--- config.mk ---
export PLATFORM = sky130hd
export DESIGN_NAME = adc_ctrl
export DESIGN_NICKNAME = d
export VERILOG_FILES = /design/src/verilog/adc_clk_div.v /design/src/verilog/adc_ctrl.v
export VERILOG_INCLUDE_DIRS = /design/src /design/src/pkg
export SDC_FILE = /design/constraint.sdc
export NUM_CORES = 1
export LEC_CHECK = 0
export BUFFER_PORTS_ARGS = -buffer_cell sky130_fd_sc_hd__buf_2
export CORE_MARGIN = 2
export CORE_UTILIZATION = 35
export CTS_BUF_LIST = sky130_fd_sc_hd__clkbuf_4 sky130_fd_sc_hd__clkbuf_8 sky130_fd_sc_hd__clkbuf_16
export CTS_CLUSTER_DIAMETER = 60
export DETAILED_ROUTE_END_ITERATION = 6
export PLACE_DENSITY = 0.57
export REMOVE_ABC_BUFFERS = 1
export SLEW_MARGIN = 20
export SYNTH_ARGS = -nofsm -noshare
export SYNTH_HDL_FRONTEND = slang
export SYNTH_SLANG_ARGS = --single-unit
--- constraint.sdc ---
create_clock -name REF_CLK -period 2.1 [get_ports REF_CLK]
set_input_delay 0.21 -clock REF_CLK [delete_from_list [all_inputs] [get_ports REF_CLK]]
set_output_delay 0.21 -clock REF_CLK [all_outputs]
set_load 0.05 [all_outputs]
--- src/pkg/adc_ctrl_defines.vh ---
// constants for the converter control block: offsets, fields, resets, counts
// assumes inclusion by the block's own modules only
//
// Operation
// - codes 0000, 0100, 11xx select external channel
// - codes 0001-0011 select supply scaled 1, 1/2, 1/4
// - codes 0101-0111 select amplifier output, scaled
// - codes 1000-1011 reserved, input tied to ground
// - internal source disconnects external channel
// - select register bit 3 reads zero
// - divide codes give fsys over 1 to 128
// - amplifier register bits 6 and 5 read zero
// - amplifier input: pin at 0, bandgap at 1
// - bandgap wins over amplifier input pin
// - reference: supply 00, pin 01, amplifier 1x
// - internal reference wins over reference pin
// - gain codes give 1, 1.667, 2.5, 3.333
// - start bit written high then low starts
// - busy set at start, cleared at completion
// - completion raises interrupt request toward controller; the block has no interrupt output, it only pulses CONV_DONE for one cycle
// - conversion is 4 sample plus 12 convert clocks
// - format bit picks left or right justification
// - disabled converter leaves result registers unchanged
// - unimplemented channel code leaves input floating
`ifndef ADC_CTRL_DEFINES_VH
`define ADC_CTRL_DEFINES_VH

// ----------------------------------------------------------------
// register byte offsets
// ----------------------------------------------------------------
`define OFS_MAIN_CONTROL   8'h00
`define OFS_INPUT_CLOCK    8'h04
`define OFS_AMP_REFERENCE  8'h08
`define OFS_RESULT_LOW     8'h0C
`define OFS_RESULT_HIGH    8'h10

// ----------------------------------------------------------------
// main control fields
// ----------------------------------------------------------------
`define MAIN_START_BIT     7
`define MAIN_BUSY_BIT      6
`define MAIN_ENABLE_BIT    5
`define MAIN_FORMAT_BIT    4
`define MAIN_CHAN_MSB      3
`define MAIN_CHAN_LSB      0

// ----------------------------------------------------------------
// input and clock select fields
// ----------------------------------------------------------------
`define SEL_SRC_MSB        7
`define SEL_SRC_LSB        4
`define SEL_DIV_MSB        2
`define SEL_DIV_LSB        0

// ----------------------------------------------------------------
// amplifier and reference fields
// ----------------------------------------------------------------
`define AMP_EN_BIT         7
`define AMP_IN_BIT         4
`define AMP_REF_MSB        3
`define AMP_REF_LSB        2
`define AMP_GAIN_MSB       1
`define AMP_GAIN_LSB       0

// ----------------------------------------------------------------
// reset values
// ----------------------------------------------------------------
`define RST_MAIN_CONTROL   8'h00
`define RST_INPUT_CLOCK    8'h00
`define RST_AMP_REFERENCE  8'h00

// ----------------------------------------------------------------
// conversion timing in converter clocks
// ----------------------------------------------------------------
`define SAMPLE_CLOCKS      5'h04
`define CONVERT_CLOCKS     5'h0C
`define TOTAL_CLOCKS       5'h10

`endif

--- src/verilog/adc_clk_div.v ---
// converter clock divider: one tick per converter clock period
// assumes run is low between conversions so each one starts aligned
`timescale 1ns/1ps
`default_nettype none

module adc_clk_div #(
  parameter DIV_W = 7
) (
  // clock and control
  input  wire             clk,
  input  wire             reset,
  input  wire             ce,
  // divider setting
  input  wire             run,
  input  wire [2:0]       div_sel,
  // tick out
  output reg              tick
);

  // ----------------------------------------------------------------
  // counter
  // ----------------------------------------------------------------
  reg  [DIV_W-1:0] count_reg;
  wire [DIV_W-1:0] last;

  // period of 2**code system clocks; wraps cleanly at code 111
  assign last = ({{(DIV_W-1){1'b0}}, 1'b1} << div_sel) -
                {{(DIV_W-1){1'b0}}, 1'b1};

  always @(posedge clk) begin
    if (reset) begin
      count_reg <= {DIV_W{1'b0}};
      tick      <= 1'b0;
    end else if (ce) begin
      if (!run) begin
        count_reg <= {DIV_W{1'b0}};
        tick      <= 1'b0;
      end else if (count_reg == last) begin
        count_reg <= {DIV_W{1'b0}};
        tick      <= 1'b1;
      end else begin
        count_reg <= count_reg + {{(DIV_W-1){1'b0}}, 1'b1};
        tick      <= 1'b0;
      end
    end
  end

endmodule

`default_nettype wire

--- src/verilog/adc_ctrl.v ---
// converter control: ahb-lite registers, source and reference routing,
// conversion sequencer
// assumes the analog macro holds RESULT_IN stable when CONV_DONE pulses
`timescale 1ns/1ps
`default_nettype none
`include "adc_ctrl_defines.vh"

module adc_ctrl #(
  parameter NUM_CHANNELS = 16,
  parameter ADDR_W       = 8
) (
  // clock, reset, enable
  input  wire              REF_CLK,
  input  wire              RESET,
  input  wire              CLK_EN,
  // ahb-lite slave
  input  wire              HSEL,
  input  wire [ADDR_W-1:0] HADDR,
  input  wire [1:0]        HTRANS,
  input  wire              HWRITE,
  input  wire [2:0]        HSIZE,
  input  wire              HREADY,
  input  wire [31:0]       HWDATA,
  output reg  [31:0]       HRDATA,
  output reg               HREADYOUT,
  output reg               HRESP,
  // converter macro
  input  wire [11:0]       RESULT_IN,
  output reg               CONV_POWER,
  output wire              CONV_CLK_TICK,
  output reg               CONV_SAMPLE,
  output reg               CONV_BUSY,
  output reg               CONV_DONE,
  // input routing
  output reg               EXT_CH_CONNECT,
  output reg  [3:0]        EXT_CH_SEL,
  output reg               INT_SRC_CONNECT,
  output reg               INT_SRC_AMP,
  output reg  [1:0]        INT_SRC_SCALE,
  output reg               INPUT_GROUND,
  // reference and amplifier
  output reg               REF_SUPPLY,
  output reg               REF_PIN,
  output reg               REF_AMP,
  output reg               AMP_ENABLE,
  output reg               AMP_IN_PIN,
  output reg               AMP_IN_BANDGAP,
  output reg  [1:0]        AMP_GAIN
);

  // ----------------------------------------------------------------
  // sequencer states
  // ----------------------------------------------------------------
  localparam [1:0] IDLE    = 2'b00;
  localparam [1:0] SAMPLE  = 2'b01;
  localparam [1:0] CONVERT = 2'b10;

  // ----------------------------------------------------------------
  // software registers
  // ----------------------------------------------------------------
  localparam [7:0] MAIN_RST = `RST_MAIN_CONTROL;
  reg        start_reg;
  reg        enable_reg;
  reg        format_reg;
  reg  [3:0] chan_reg;
  reg  [3:0] src_reg;
  reg  [2:0] div_reg;
  reg        amp_en_reg;
  reg        amp_in_reg;
  reg  [1:0] vref_reg;
  reg  [1:0] gain_reg;
  reg  [11:0] result_reg;

  // ----------------------------------------------------------------
  // bus phase tracking
  // ----------------------------------------------------------------
  reg              wr_pend_reg;
  reg              rd_pend_reg;
  reg [ADDR_W-1:0] addr_reg;
  wire             accept;

  assign accept = HSEL && HTRANS[1] && HREADY;

  // ----------------------------------------------------------------
  // sequencer signals
  // ----------------------------------------------------------------
  reg  [1:0] state_reg;
  reg  [1:0] state_next;
  reg  [4:0] cnt_reg;
  reg  [4:0] cnt_next;
  reg        start_d_reg;
  reg        armed_reg;
  wire       start_rise;
  wire       start_fall;
  wire       launch;
  wire       tick;
  wire       finish;
  wire       run;

  assign start_rise = start_reg && !start_d_reg;
  assign start_fall = !start_reg && start_d_reg;
  // busy conversions and a disabled converter ignore the sequence
  assign launch = start_fall && armed_reg && enable_reg &&
                  (state_reg == IDLE);
  assign run    = (state_reg != IDLE);
  assign finish = (state_reg == CONVERT) && tick &&
                  (cnt_reg == `TOTAL_CLOCKS - 5'h01);

  adc_clk_div #(
    .DIV_W   (7)
  ) u_div (
    .clk     (REF_CLK),
    .reset   (RESET),
    .ce      (CLK_EN),
    .run     (run),
    .div_sel (div_reg),
    .tick    (tick)
  );

  assign CONV_CLK_TICK = tick;

  // ----------------------------------------------------------------
  // register writes, data phase
  // ----------------------------------------------------------------
  always @(posedge REF_CLK) begin
    if (RESET) begin
      start_reg  <= MAIN_RST[`MAIN_START_BIT];
      enable_reg <= MAIN_RST[`MAIN_ENABLE_BIT];
      format_reg <= MAIN_RST[`MAIN_FORMAT_BIT];
      chan_reg   <= MAIN_RST[`MAIN_CHAN_MSB:`MAIN_CHAN_LSB];
      src_reg    <= 4'h0;
      div_reg    <= 3'h0;
      amp_en_reg <= 1'b0;
      amp_in_reg <= 1'b0;
      vref_reg   <= 2'h0;
      gain_reg   <= 2'h0;
    end else if (CLK_EN && wr_pend_reg) begin
      case (addr_reg)
        `OFS_MAIN_CONTROL: begin
          start_reg  <= HWDATA[`MAIN_START_BIT];
          enable_reg <= HWDATA[`MAIN_ENABLE_BIT];
          format_reg <= HWDATA[`MAIN_FORMAT_BIT];
          chan_reg   <= HWDATA[`MAIN_CHAN_MSB:`MAIN_CHAN_LSB];
        end
        `OFS_INPUT_CLOCK: begin
          src_reg <= HWDATA[`SEL_SRC_MSB:`SEL_SRC_LSB];
          div_reg <= HWDATA[`SEL_DIV_MSB:`SEL_DIV_LSB];
        end
        `OFS_AMP_REFERENCE: begin
          amp_en_reg <= HWDATA[`AMP_EN_BIT];
          amp_in_reg <= HWDATA[`AMP_IN_BIT];
          vref_reg   <= HWDATA[`AMP_REF_MSB:`AMP_REF_LSB];
          gain_reg   <= HWDATA[`AMP_GAIN_MSB:`AMP_GAIN_LSB];
        end
        default: begin
          start_reg <= start_reg;
        end
      endcase
    end
  end

  // ----------------------------------------------------------------
  // bus handshake; reads take one wait state so a write just before
  // is already visible, at the cost of a slower read
  // ----------------------------------------------------------------
  always @(posedge REF_CLK) begin
    if (RESET) begin
      wr_pend_reg <= 1'b0;
      rd_pend_reg <= 1'b0;
      addr_reg    <= {ADDR_W{1'b0}};
      HREADYOUT   <= 1'b1;
      HRESP       <= 1'b0;
      HRDATA      <= 32'h0000_0000;
    end else if (CLK_EN) begin
      HRESP       <= 1'b0;
      wr_pend_reg <= accept && HWRITE;
      rd_pend_reg <= accept && !HWRITE;
      if (accept) begin
        addr_reg <= HADDR;
      end
      if (accept && !HWRITE) begin
        HREADYOUT <= 1'b0;
      end else begin
        HREADYOUT <= 1'b1;
      end
      if (rd_pend_reg) begin
        case (addr_reg)
          `OFS_MAIN_CONTROL:
            HRDATA <= {24'h00_0000, start_reg, CONV_BUSY, enable_reg,
                       format_reg, chan_reg};
          `OFS_INPUT_CLOCK:
            HRDATA <= {24'h00_0000, src_reg, 1'b0, div_reg};
          `OFS_AMP_REFERENCE:
            HRDATA <= {24'h00_0000, amp_en_reg, 2'b00, amp_in_reg,
                       vref_reg, gain_reg};
          `OFS_RESULT_LOW:
            HRDATA <= format_reg ?
                      {24'h00_0000, result_reg[7:0]} :
                      {24'h00_0000, result_reg[3:0], 4'h0};
          `OFS_RESULT_HIGH:
            HRDATA <= format_reg ?
                      {28'h000_0000, result_reg[11:8]} :
                      {24'h00_0000, result_reg[11:4]};
          default:
            HRDATA <= 32'h0000_0000;
        endcase
      end
    end
  end

  // ----------------------------------------------------------------
  // start detection
  // ----------------------------------------------------------------
  always @(posedge REF_CLK) begin
    if (RESET) begin
      start_d_reg <= 1'b0;
      armed_reg   <= 1'b0;
    end else if (CLK_EN) begin
      start_d_reg <= start_reg;
      if (start_rise) begin
        armed_reg <= 1'b1;
      end else if (start_fall) begin
        armed_reg <= 1'b0;
      end
    end
  end

  // ----------------------------------------------------------------
  // sequencer
  // ----------------------------------------------------------------
  always @* begin
    state_next = state_reg;
    cnt_next   = cnt_reg;
    case (state_reg)
      IDLE: begin
        cnt_next = 5'h00;
        if (launch) begin
          state_next = SAMPLE;
        end
      end
      SAMPLE: begin
        if (!enable_reg) begin
          state_next = IDLE;
        end else if (tick) begin
          cnt_next = cnt_reg + 5'h01;
          if (cnt_reg == `SAMPLE_CLOCKS - 5'h01) begin
            state_next = CONVERT;
          end
        end
      end
      CONVERT: begin
        if (!enable_reg || finish) begin
          state_next = IDLE;
        end else if (tick) begin
          cnt_next = cnt_reg + 5'h01;
        end
      end
      default: begin
        state_next = IDLE;
        cnt_next   = 5'h00;
      end
    endcase
  end

  always @(posedge REF_CLK) begin
    if (RESET) begin
      state_reg  <= IDLE;
      cnt_reg    <= 5'h00;
      result_reg <= 12'h000;
      CONV_BUSY  <= 1'b0;
      CONV_DONE  <= 1'b0;
      CONV_SAMPLE <= 1'b0;
    end else if (CLK_EN) begin
      state_reg   <= state_next;
      cnt_reg     <= cnt_next;
      CONV_SAMPLE <= (state_next == SAMPLE);
      // a disabled converter aborts and keeps the old result
      if (finish && enable_reg) begin
        result_reg <= RESULT_IN;
      end
      CONV_DONE <= finish && enable_reg;
      if (launch) begin
        CONV_BUSY <= 1'b1;
      end else if (state_next == IDLE) begin
        CONV_BUSY <= 1'b0;
      end
    end
  end

  // ----------------------------------------------------------------
  // analog routing
  // ----------------------------------------------------------------
  reg ext_sel;
  reg int_sel;

  always @* begin
    ext_sel = (src_reg == 4'h0) || (src_reg == 4'h4) ||
              (src_reg[3:2] == 2'b11);
    int_sel = (src_reg[3] == 1'b0) && (src_reg[1:0] != 2'b00);
  end

  always @(posedge REF_CLK) begin
    if (RESET) begin
      CONV_POWER      <= 1'b0;
      EXT_CH_CONNECT  <= 1'b0;
      EXT_CH_SEL      <= 4'h0;
      INT_SRC_CONNECT <= 1'b0;
      INT_SRC_AMP     <= 1'b0;
      INT_SRC_SCALE   <= 2'h0;
      INPUT_GROUND    <= 1'b0;
      REF_SUPPLY      <= 1'b1;
      REF_PIN         <= 1'b0;
      REF_AMP         <= 1'b0;
      AMP_ENABLE      <= 1'b0;
      AMP_IN_PIN      <= 1'b1;
      AMP_IN_BANDGAP  <= 1'b0;
      AMP_GAIN        <= 2'h0;
    end else if (CLK_EN) begin
      CONV_POWER <= enable_reg;
      // external mux only when chosen and the channel exists
      EXT_CH_CONNECT <= ext_sel && !int_sel &&
                        ({28'h000_0000, chan_reg} < NUM_CHANNELS);
      EXT_CH_SEL      <= chan_reg;
      INT_SRC_CONNECT <= int_sel;
      INT_SRC_AMP     <= src_reg[2];
      INT_SRC_SCALE   <= src_reg[1:0] - 2'h1;
      INPUT_GROUND    <= (src_reg[3:2] == 2'b10);
      // one-hot: the pin only when neither internal source is chosen
      REF_SUPPLY <= (vref_reg == 2'b00);
      REF_PIN    <= (vref_reg == 2'b01);
      REF_AMP    <= vref_reg[1];
      AMP_ENABLE     <= amp_en_reg;
      AMP_IN_PIN     <= !amp_in_reg;
      AMP_IN_BANDGAP <= amp_in_reg;
      AMP_GAIN       <= gain_reg;
    end
  end

endmodule

`default_nettype wire

* Word level (Yosys, flattened, before mapping)
Cells that the tools add are included.
** Word-level totals
- Output and inout bits :: 57
- Input bits :: 63
- Word-level logic and storage cells :: 125
- Bits in registers :: 114
** Cells by class
- Eq/ne operators :: 16
- Reductions and logical operators :: 42
- Mux-type cells :: 22
- $add $sub $neg :: 4
- Bitwise logic cells :: 1
- Shifts and indexed selects :: 1
** Operators by type and width (number)
- $pmux W8 S5 :: 1
- $eq A8 B4 Y1 const B :: 2
- $mux W8 :: 2
- $reduce_and A2 Y1 :: 8
- $logic_and A1 B1 Y1 :: 15
- $mux W5 :: 3
- $mux W7 :: 2
- $mux W2 :: 5
- $pmux W5 S2 :: 1
- $eq A8 B3 Y1 const B :: 1
- $eq A8 B5 Y1 const B :: 1
- $logic_not A8 Y1 :: 1
- $reduce_bool A2 Y1 :: 4
- $add A7 B1 Y7 const B :: 1
- $eq A7 B7 Y1 :: 1
- $mux W1 :: 7
- $shl A1 B3 Y7 const A :: 1
- $sub A7 B1 Y7 const B :: 1
- $eq A2 B1 Y1 const B :: 3
- $eq A2 B2 Y1 const B :: 3
- $logic_not A1 Y1 :: 6
- $logic_not A2 Y1 :: 3
- $pmux W2 S3 :: 1
- $add A5 B1 Y5 const B :: 1
- other kinds (9) :: 12

* Longest topological paths before layout
Gate-level depths: netlist of the first run.
- Depth in word-level cells :: 10
- Gate-level depth with buffers :: 9
- Gate-level depth less buffers :: 9

* Hierarchy
A second synthesis of the first run with hierarchy kept.
** Unflattened totals
- Cell total of the unflattened synthesis :: 513
- Area, all modules :: 4356.7 um^2
** By module, submodules not included
- adc_ctrl :: instances 1, area each 3787.4 um^2, cells each 442, sequential area each 1641.6 um^2
- adc_clk_div :: instances 1, area each 569.3 um^2, cells each 71, sequential area each 160.2 um^2

* Worst setup path after synthesis of the first run
No wires, ideal clock.
- Path type :: register to register
- Start :: register cnt_reg[0]
- End :: register cnt_reg[3]
- Buffers on the path :: 0
- Cell stages (with the launch flop) :: 10
- Path slack :: 199 ps
- Required time :: 2035 ps
- Library setup time :: 65 ps
- Period minus slack after synthesis :: 1901 ps
- Arrival :: 1835 ps
- Path through :: dfxtp_1 > ha_1 > and3_1 > ha_1 > nand3_1 > o2111ai_1 > or2_2 > nor3_1 > a21oi_1 > nor2_1
** On the way
- Cells in the longest elaborated chain, start to end :: 5
- Elaborated cells between the ends (all ways) :: 10
- Classes of those cells :: add/sub: 1; eq/ne: 2; mux: 4; reduce/logical: 3
** Ends and longest elaborated chain
- from (decl) :: RTL line adc_ctrl.v:89 : reg [4:0] cnt_reg;
- from (signal assigned) :: RTL line adc_ctrl.v:275 : cnt_reg <= cnt_next;
- branches (longest 5 deep; another with $add A5 B1 Y5)
Parallel ways; which one is timed is not known. The select of a mux whose other input is x is not followed.
A chain may end at the register's enable or synchronous reset.

* Worst setup path after layout of the first run
- Start :: register div_reg[1]
- End :: register u_div.count_reg[6]
** On the way
- Cells in the longest elaborated chain, start to end :: 5
** Ends and longest elaborated chain
- from (decl) :: RTL line adc_ctrl.v:67 : reg [2:0] div_reg;
- from (signal assigned) :: RTL line adc_ctrl.v:147 : div_reg <= HWDATA[`SEL_DIV_MSB:`SEL_DIV_LSB];
- $shl A1 B3 Y7 :: RTL line adc_clk_div.v:27 : assign last = ({{(DIV_W-1){1'b0}}, 1'b1} << div_sel) -
- $sub A7 B1 Y7 :: RTL line adc_clk_div.v:27
- $eq A7 B7 Y1 :: RTL line adc_clk_div.v:38 : end else if (count_reg == last) begin
- $mux W7 :: RTL line adc_clk_div.v:38
- $mux W7 :: RTL line adc_clk_div.v:35 : if (!run) begin
- to (signal assigned) :: RTL line adc_clk_div.v:36 : count_reg <= {DIV_W{1'b0}};
- to (signal assigned) :: RTL line adc_clk_div.v:39 : count_reg <= {DIV_W{1'b0}};
- to (signal assigned) :: RTL line adc_clk_div.v:42 : count_reg <= count_reg + {{(DIV_W-1){1'b0}}, 1'b1};
- to (decl) :: RTL line adc_clk_div.v:23 : reg [DIV_W-1:0] count_reg;
No other way between the ends.

==> results of run 1 <==
what timing repair did:
| action | 4_1_cts | 5_1_grt |
|---|---|---|
| endpoints found under the hold margin | 0 | 0 |
| gates resized for setup | 0 | 3 |
| endpoints found under the setup margin | 0 | 3 |
worst paths after layout:
kind                          startpoint                               to  slack [ns]  cells after the start
min                         RESULT_IN[6]       result_reg[6]$_SDFFE_PP0P_        0.11                      3
max reg2reg      div_reg[1]$_SDFFE_PP0P_  u_div.count_reg[6]$_SDFFE_PP0P_        0.18                      6
min reg2reg  AMP_IN_BANDGAP$_SDFFE_PP0P_      AMP_IN_BANDGAP$_SDFFE_PP0P_        0.47                      2
max              div_reg[1]$_SDFFE_PP0P_  u_div.count_reg[6]$_SDFFE_PP0P_        0.18                      6
cells by family (layout without fill, tap and decap cells):
family          count (synthesis)  count (layout)  synth area share
simple gates                  188             188            0.2025
flops                          90              90            0.4125
mux                            55              55            0.1263
compound gates                 91              91            0.1409
other cells                     1              25         0.0008585
xor+xnor                        3               3          0.006017
buf+inv                        66             110           0.08221
fa+ha+maj                      10              10           0.02865
per-layer routing:
metal	track usage	wire length, um	up-vias	share of wire
met5	0	0	-	0
met4	0.03571	65	0	0.0064
met1	0.2133	4873	1717	0.48
met2	0.2491	4599	72	0.46
met3	0.03870	555	6	0.055
li1	-	-	1833	-
power by group:
| part | internal [mW] | switching [mW] |
|---|---|---|
| Clock | 1.13 | 0.624 |
| Combinational | 0.0647 | 0.218 |
| Sequential | 1.72 | 0.00858 |
| Total | 2.91 | 0.850 |
layout make-up:
type | instances | area share
multi-input cells | 372 | 0.4474
flip-flops and latches | 90 | 0.3504
repair buffers | 83 | 0.08894
clock buffers | 13 | 0.05200
well taps | 168 | 0.04083
clock inverters | 2 | 0.01166
inverters | 12 | 0.008748
per-stage QoR:
step           setup WS (ns)  instance area (um2)  hold slack, ns  total power [mW]  utilization
2_1_floorplan         0.2008                 4144          0.2791             1.933            -
3_3_place_gp          0.1043                 4812          0.4415             2.045       0.3973
3_5_place_dp         0.05016                 4812          0.4498             2.048       0.3973
4_1_cts              0.03941                 5140          0.1034             3.798       0.4244
5_1_grt             0.001329                 5149          0.1031             3.895       0.4251
6_report              0.1791                 5149          0.1082             3.761       0.4251
worst min-delay path, cell delays in order:
cell     delay [ns]
buf_2          0.08
mux2i_1        0.05
nor2_1         0.07
cell usage in the layout, fill, tap and decap left out, types with 10 or more instances in the layout:
cell type and n:
nand3_1 19, buf_2 66, mux2i_1 54, o21ai_0 13, conb_1 25, inv_1 11
nand2_1 47, dfxtp_1 88, a21oi_1 35, ha_1 10, buf_4 17, nor2_1 72
==> results.md, run 1 <==
* Sequential element share of the synthesized area at 0.4125
* Worst endpoint required time at 2.32 ns
* Leak at 2.151 nW
* Clock latency at the later pin of the worst-skew pair at 0.34 ns
* Mapped Cells at 504
* Gpl congestion at roughly 0.8
* Clock Path Buffers at 2
* Fillers at 1239
* Clock-pin slew on the worst setup and hold paths at 0.06 ns
* I/O Buffers at 66
* Root buf cell: clkbuf_16
* Top-count cell post-synth: dfxtp_1
* Mean routed wirelength per cell at roughly 14 um
* Starting density of the core at 0.3606
* Avg Cell Area, Syn at 8.667 um2
* H-tree depth at 3
* Worst Hold Class: primary input to register
* Area leader, netlist: dfxtp_1
* Worst path max stage delay at about 0.49 ns
* Setup TNS at 0 ns
* Share of layout cells above drive strength 1 at 0.1976
* Fin. Hold Viols at 0
* Final period utilization at 0.9147
* HPWL Detailed at 7.549 mm
* Post-DRT Antenna Nets at 0
* Tmin final at between 1.5 and 2 ns
* Final slew viol count at 0
* Final-report setup violation count at 0
* Synth Flop Type: dfxtp_1
* Synth top cells by count: dfxtp_1 (90), nor2_1 (72), mux2i_1 (54)
* Core Region at around 12000 um2
* Post-synth ARST share at 0
* Yosys cell types at 55
* Initial antenna violation count at 0
* Synthesis warning total at 0
* Share of the synthesized area in the top cell type at 0.4125
* Setup Crit Path Kind: register to register
* Register area at about 1800 um2
* Worst path cell trace: buf_4 -> or4_1 -> nand3_1 -> a311oi_4 -> and3_1 -> a221o_1
* Drt first pass iters at 5
* Max FO, Critical Path at 8
* DR iter-0 viols at 144
* Setup bufs post-CTS at 0
* Multi-input gate area at 2303 um2
* CTS Buf Count at 9
* Buffers & Inverters on Critical Path at 1
* Number of global-route vias before repair at 3405
* Largest net degree at the start of global routing at 38
* Critical-path top delay cell: or4_1
* Final Skew at about 0.0065 ns
* Layout area overhead at 17.87%
* CP top delay family: simple AND/OR/NAND/NOR gates
* Max Cap Viol at 0
* Die Wd at 115.7 um
* Die Area at 13390 um2
* PwrDens at 730.5 nW/um2
* CTS Hold Buffers Added at 0
* Worst vdd ir at 0.4438 mV
* IO Count at 120
* GRT Util Overall at 0.1557
* Antenna Cells at 0
* Max FFs per register at 12
* Worst-Margin Slew at 0.5861 ns
* Placed insts at 725
* Max Fclk at 520.6 MHz
* Status: completed
* DR vias at 3628
* RSZ-0062 raised after global routing: no
* Drt drc at 0
* Slew HR at 0.6059
* Register bit count reported by yosys at 90
* Site Rows at 40
* Total wire length at 10.09 mm
* Non-Filler Instances at 740
* Die height at 115.7 um
* CTS tree: done
* Vias per inst at about 4.9
* CP Data Arrival Time at 2.14 ns
* Nets at 641
* First-pass GRT wire length at 16.64 mm
* Post-synth EDFFs at 0
* Crit start category: register
* Grt total ovfl at 0
* Cell area after synthesis at 4368 um2
* Crit path capture type: register
* Clk sinks at 90
* Area contributors post-synth: dfxtp_1 (41%), mux2i_1 (12%), nor2_1 (6.2%)
No activity file was read; power rests on OpenSTA's default activity.
==> run 2, diff against run 1 <==
Settings changed: CORE_UTILIZATION 35 to 33, PLACE_DENSITY 0.57 to 0.55, SLEW_MARGIN 20 to unset, SYNTH_HIERARCHICAL set to 1.
==> run 2 against run 1 <==
Total power shrank 3.0%. Combinational power shrank 3%. Synthesized cell count grew 1.8%. Critical endpoint is now CONV_BUSY$_SDFFE_PP0P_. Cell count grew 1.2%. Clock skew grew 0.0027 ns. Highest routed layer unchanged. Critical path depth grew 2. Register-to-register slack lost 0.06 ns. Non-clock buffer count shrank 3. Largest cell class unchanged.
==> results.md, run 2 <==
* HPWL Detailed at 7.627 mm
* CTS Hold Buffers Added at 0
* Status: completed
* Die height at approximately 120 um
* CP top delay family: compound AO/OA/AOI/OAI gates
* Max Fclk at 504.4 MHz
* Place WS at ~0.068 ns
* Gpl congestion at 0.7655
* Buffers & Inverters on Critical Path at 0
* Worst vdd ir at 0.3268 mV
* Final Skew at just over 0.009 ns
* Non-Filler Instances at 749
* Largest net degree at the start of global routing at 47
* DR iter-0 viols at 167
* CP Data Arrival Time at roughly 2.2 ns
* Final-report setup violation count at 0
* Grt total ovfl at 0
* Clock latency at the later pin of the worst-skew pair at 0.35 ns
* Most frequent cells in the layout: dfxtp_1 (87), buf_2 (66), nand2_1 (64)
* Site Rows at 41
* Most common cell on crit path: ha_4
* Synthesis warning total at 6
* DP Area at 4767 um2
* Initial antenna violation count at 1
* Drt drc at 0
* Register bit count reported by yosys at 90
* Worst r2r src: cnt_reg[1]$_SDFFE_PP0P_
* IO Count at 120
* Clock Path Buffers at 2
* Avg Cell Area, Syn at 8.493 um2
* Worst r2r dst: CONV_BUSY$_SDFFE_PP0P_
* Slew HR at 0.6158
* Top-count cell post-synth: dfxtp_1
* Final period utilization at 0.9440
* Nets at ~640
* Max FO, Critical Path at 3
* Post-synth EDFFs at 0
* Starting density of the core at 0.3411
* Total wire length at 10.52 mm
* Cell area after synthesis at 4357 um2
* Crit path capture type: register
* Drt first pass iters at 5
* Yosys cell types at 61
* Max Cap Viol at 0
* Tmin final at 1.982 ns
* Final slew viol count at 0
* Post-synth ARST share at 0
* Critical-path top delay cell: dfxtp_2
* Die Wd at around 120 um
* DR vias at 3657
* Finished Core Util at 0.4008
* Crit path launch: cnt_reg[1]$_SDFFE_PP0P_
* Placed insts at 730
* CTS Buf Count at 9
* Crit start category: register
* Clock-pin slew on the worst setup and hold paths at 0.06 ns
* Max FFs per register at 12
* Number of global-route vias before repair at between 3000 and 4000
* Worst Hold Class: primary input to register
* I/O Buffers at 66
* Worst r2r path cells at 8
* Design area at 5120 um2
* Leak at about 2.1 nW
* Setup Crit Path Kind: register to register
* Worst path cell trace: ha_4 -> and3_4 -> ha_4 -> nand2_1 -> and3_1 -> a211o_1 -> a221o_1 -> a31o_2
* Layout area overhead at 17.52%
* GRT Util Overall at 0.1548
* CTS tree: done
* Fin. Hold Viols at 0
* Worst path max stage delay at 0.37 ns
* Commonest non-fill, non-tap cell in the layout: dfxtp_1
* Area leader, netlist: dfxtp_1
* Worst-Margin Slew at 0.5762 ns
* Share of layout cells above drive strength 1 at 0.1979
* Worst setup margin at around 0.12 ns
* Worst reg2reg setup slack at about 0.12 ns
* Synth Flop Type: dfxtp_1
* Die Area at 14140 um2
* Worst endpoint required time at 2.34 ns
* H-tree depth at 3
* Setup TNS at 0 ns
* Synth top cells by count: dfxtp_1 (90), nand2_1 (64), nor2_1 (54)
* PwrDens at roughly 700 nW/um2
* RSZ-0062 raised after global routing: no
* Mapped Cells at 513
* Vias per inst at around 5
* Mean routed wirelength per cell at 14.05 um
* Core Region at 12770 um2
* Worst hold stages at 3
* Sequential element share of the synthesized area at 0.4136
* Share of the synthesized area in the top cell type at 0.4136
* Post-DRT Antenna Nets at 0
* Area contributors post-synth: dfxtp_1 (41%), mux2i_1 (9.9%), nand2_1 (5.5%)
* First-pass GRT wire length at 17.61 mm
* Clk sinks at 90
* Critical path depth at 8
* Critical Path End: CONV_BUSY$_SDFFE_PP0P_
* Root buf cell: clkbuf_16
[run 2: cell type report]
cell class	instances	area (um2)
clock buffers	11	240.2
clock inverters	5	61.31
flip-flops and latches	90	1805
inverters	19	71.32
fillers	1309	7654
diodes	1	2.502
multi-input cells	371	2276
repair buffers	80	447.9
well taps	172	215.2
[run 2: worst min-delay path by stage]
stage / from / to / slack [ns]
2_1_floorplan: RESET / AMP_IN_BANDGAP$_SDFFE_PP0P_ / 0.28
3_3_place_gp: addr_reg[7]$_SDFFE_PP0P_ / addr_reg[7]$_SDFFE_PP0P_ / 0.44
3_5_place_dp: addr_reg[1]$_SDFFE_PP0P_ / addr_reg[1]$_SDFFE_PP0P_ / 0.45
4_1_cts: RESULT_IN[2] / result_reg[2]$_SDFFE_PP0P_ / 0.09
5_1_grt: RESULT_IN[1] / result_reg[1]$_SDFFE_PP0P_ / 0.10
6_report: RESULT_IN[2] / result_reg[2]$_SDFFE_PP0P_ / 0.1
[run 2: power breakdown]
part	leakage, nW	switching, mW	internal [mW]	total, mW
Sequential	0.728	0.00727	1.72	1.72
Combinational	1.19	0.213	0.0607	0.274
Clock	0.151	0.693	0.958	1.65
Total	2.07	0.914	2.73	3.65
[run 2: per-stage QoR]
step / hold slack (ns) / power, mW
CTS: 0.08683 / 3.702
finish: 0.09868 / 3.649
global placement: 0.4429 / 2.034
floorplan: 0.2791 / 1.924
global route: 0.1000 / 3.782
detailed placement: 0.4504 / 2.037
[run 2: cell families after synthesis]
family,after synthesis,synth area share
muxes,44,0.1040
DFF,90,0.4136
and+or+nand+nor,182,0.1964
adders and majority gates,10,0.02872
xor gates and xnor gates,2,0.004021
other,1,0.0008607
buffers and inverters,76,0.09305
AOI/OAI and AO/OA,108,0.1594
[run 2: what timing repair did]
| action | in CTS | in global routing |
|---|---|---|
| endpoints found under the setup margin | 0 | 2 |
| buffers inserted | 0 | 2 |
| gates resized for setup | 0 | 8 |
[run 2: per-layer routing]
layer / wire, um / share of wire / vias to the layer above / GRT usage
met2: 4971 / 0.47 / 75 / 0.2525
met3: 532 / 0.051 / 16 / 0.04406
met1: 4826 / 0.46 / 1705 / 0.1956
met4: 189 / 0.018 / 0 / 0.05357
met5: 0 / 0 / - / 0
li1: - / - / 1861 / -
[run 2: worst min-delay path, cell delays in order]
cell and delay (ns):
buf_2 0.10, nand2_1 0.05, a21oi_1 0.05
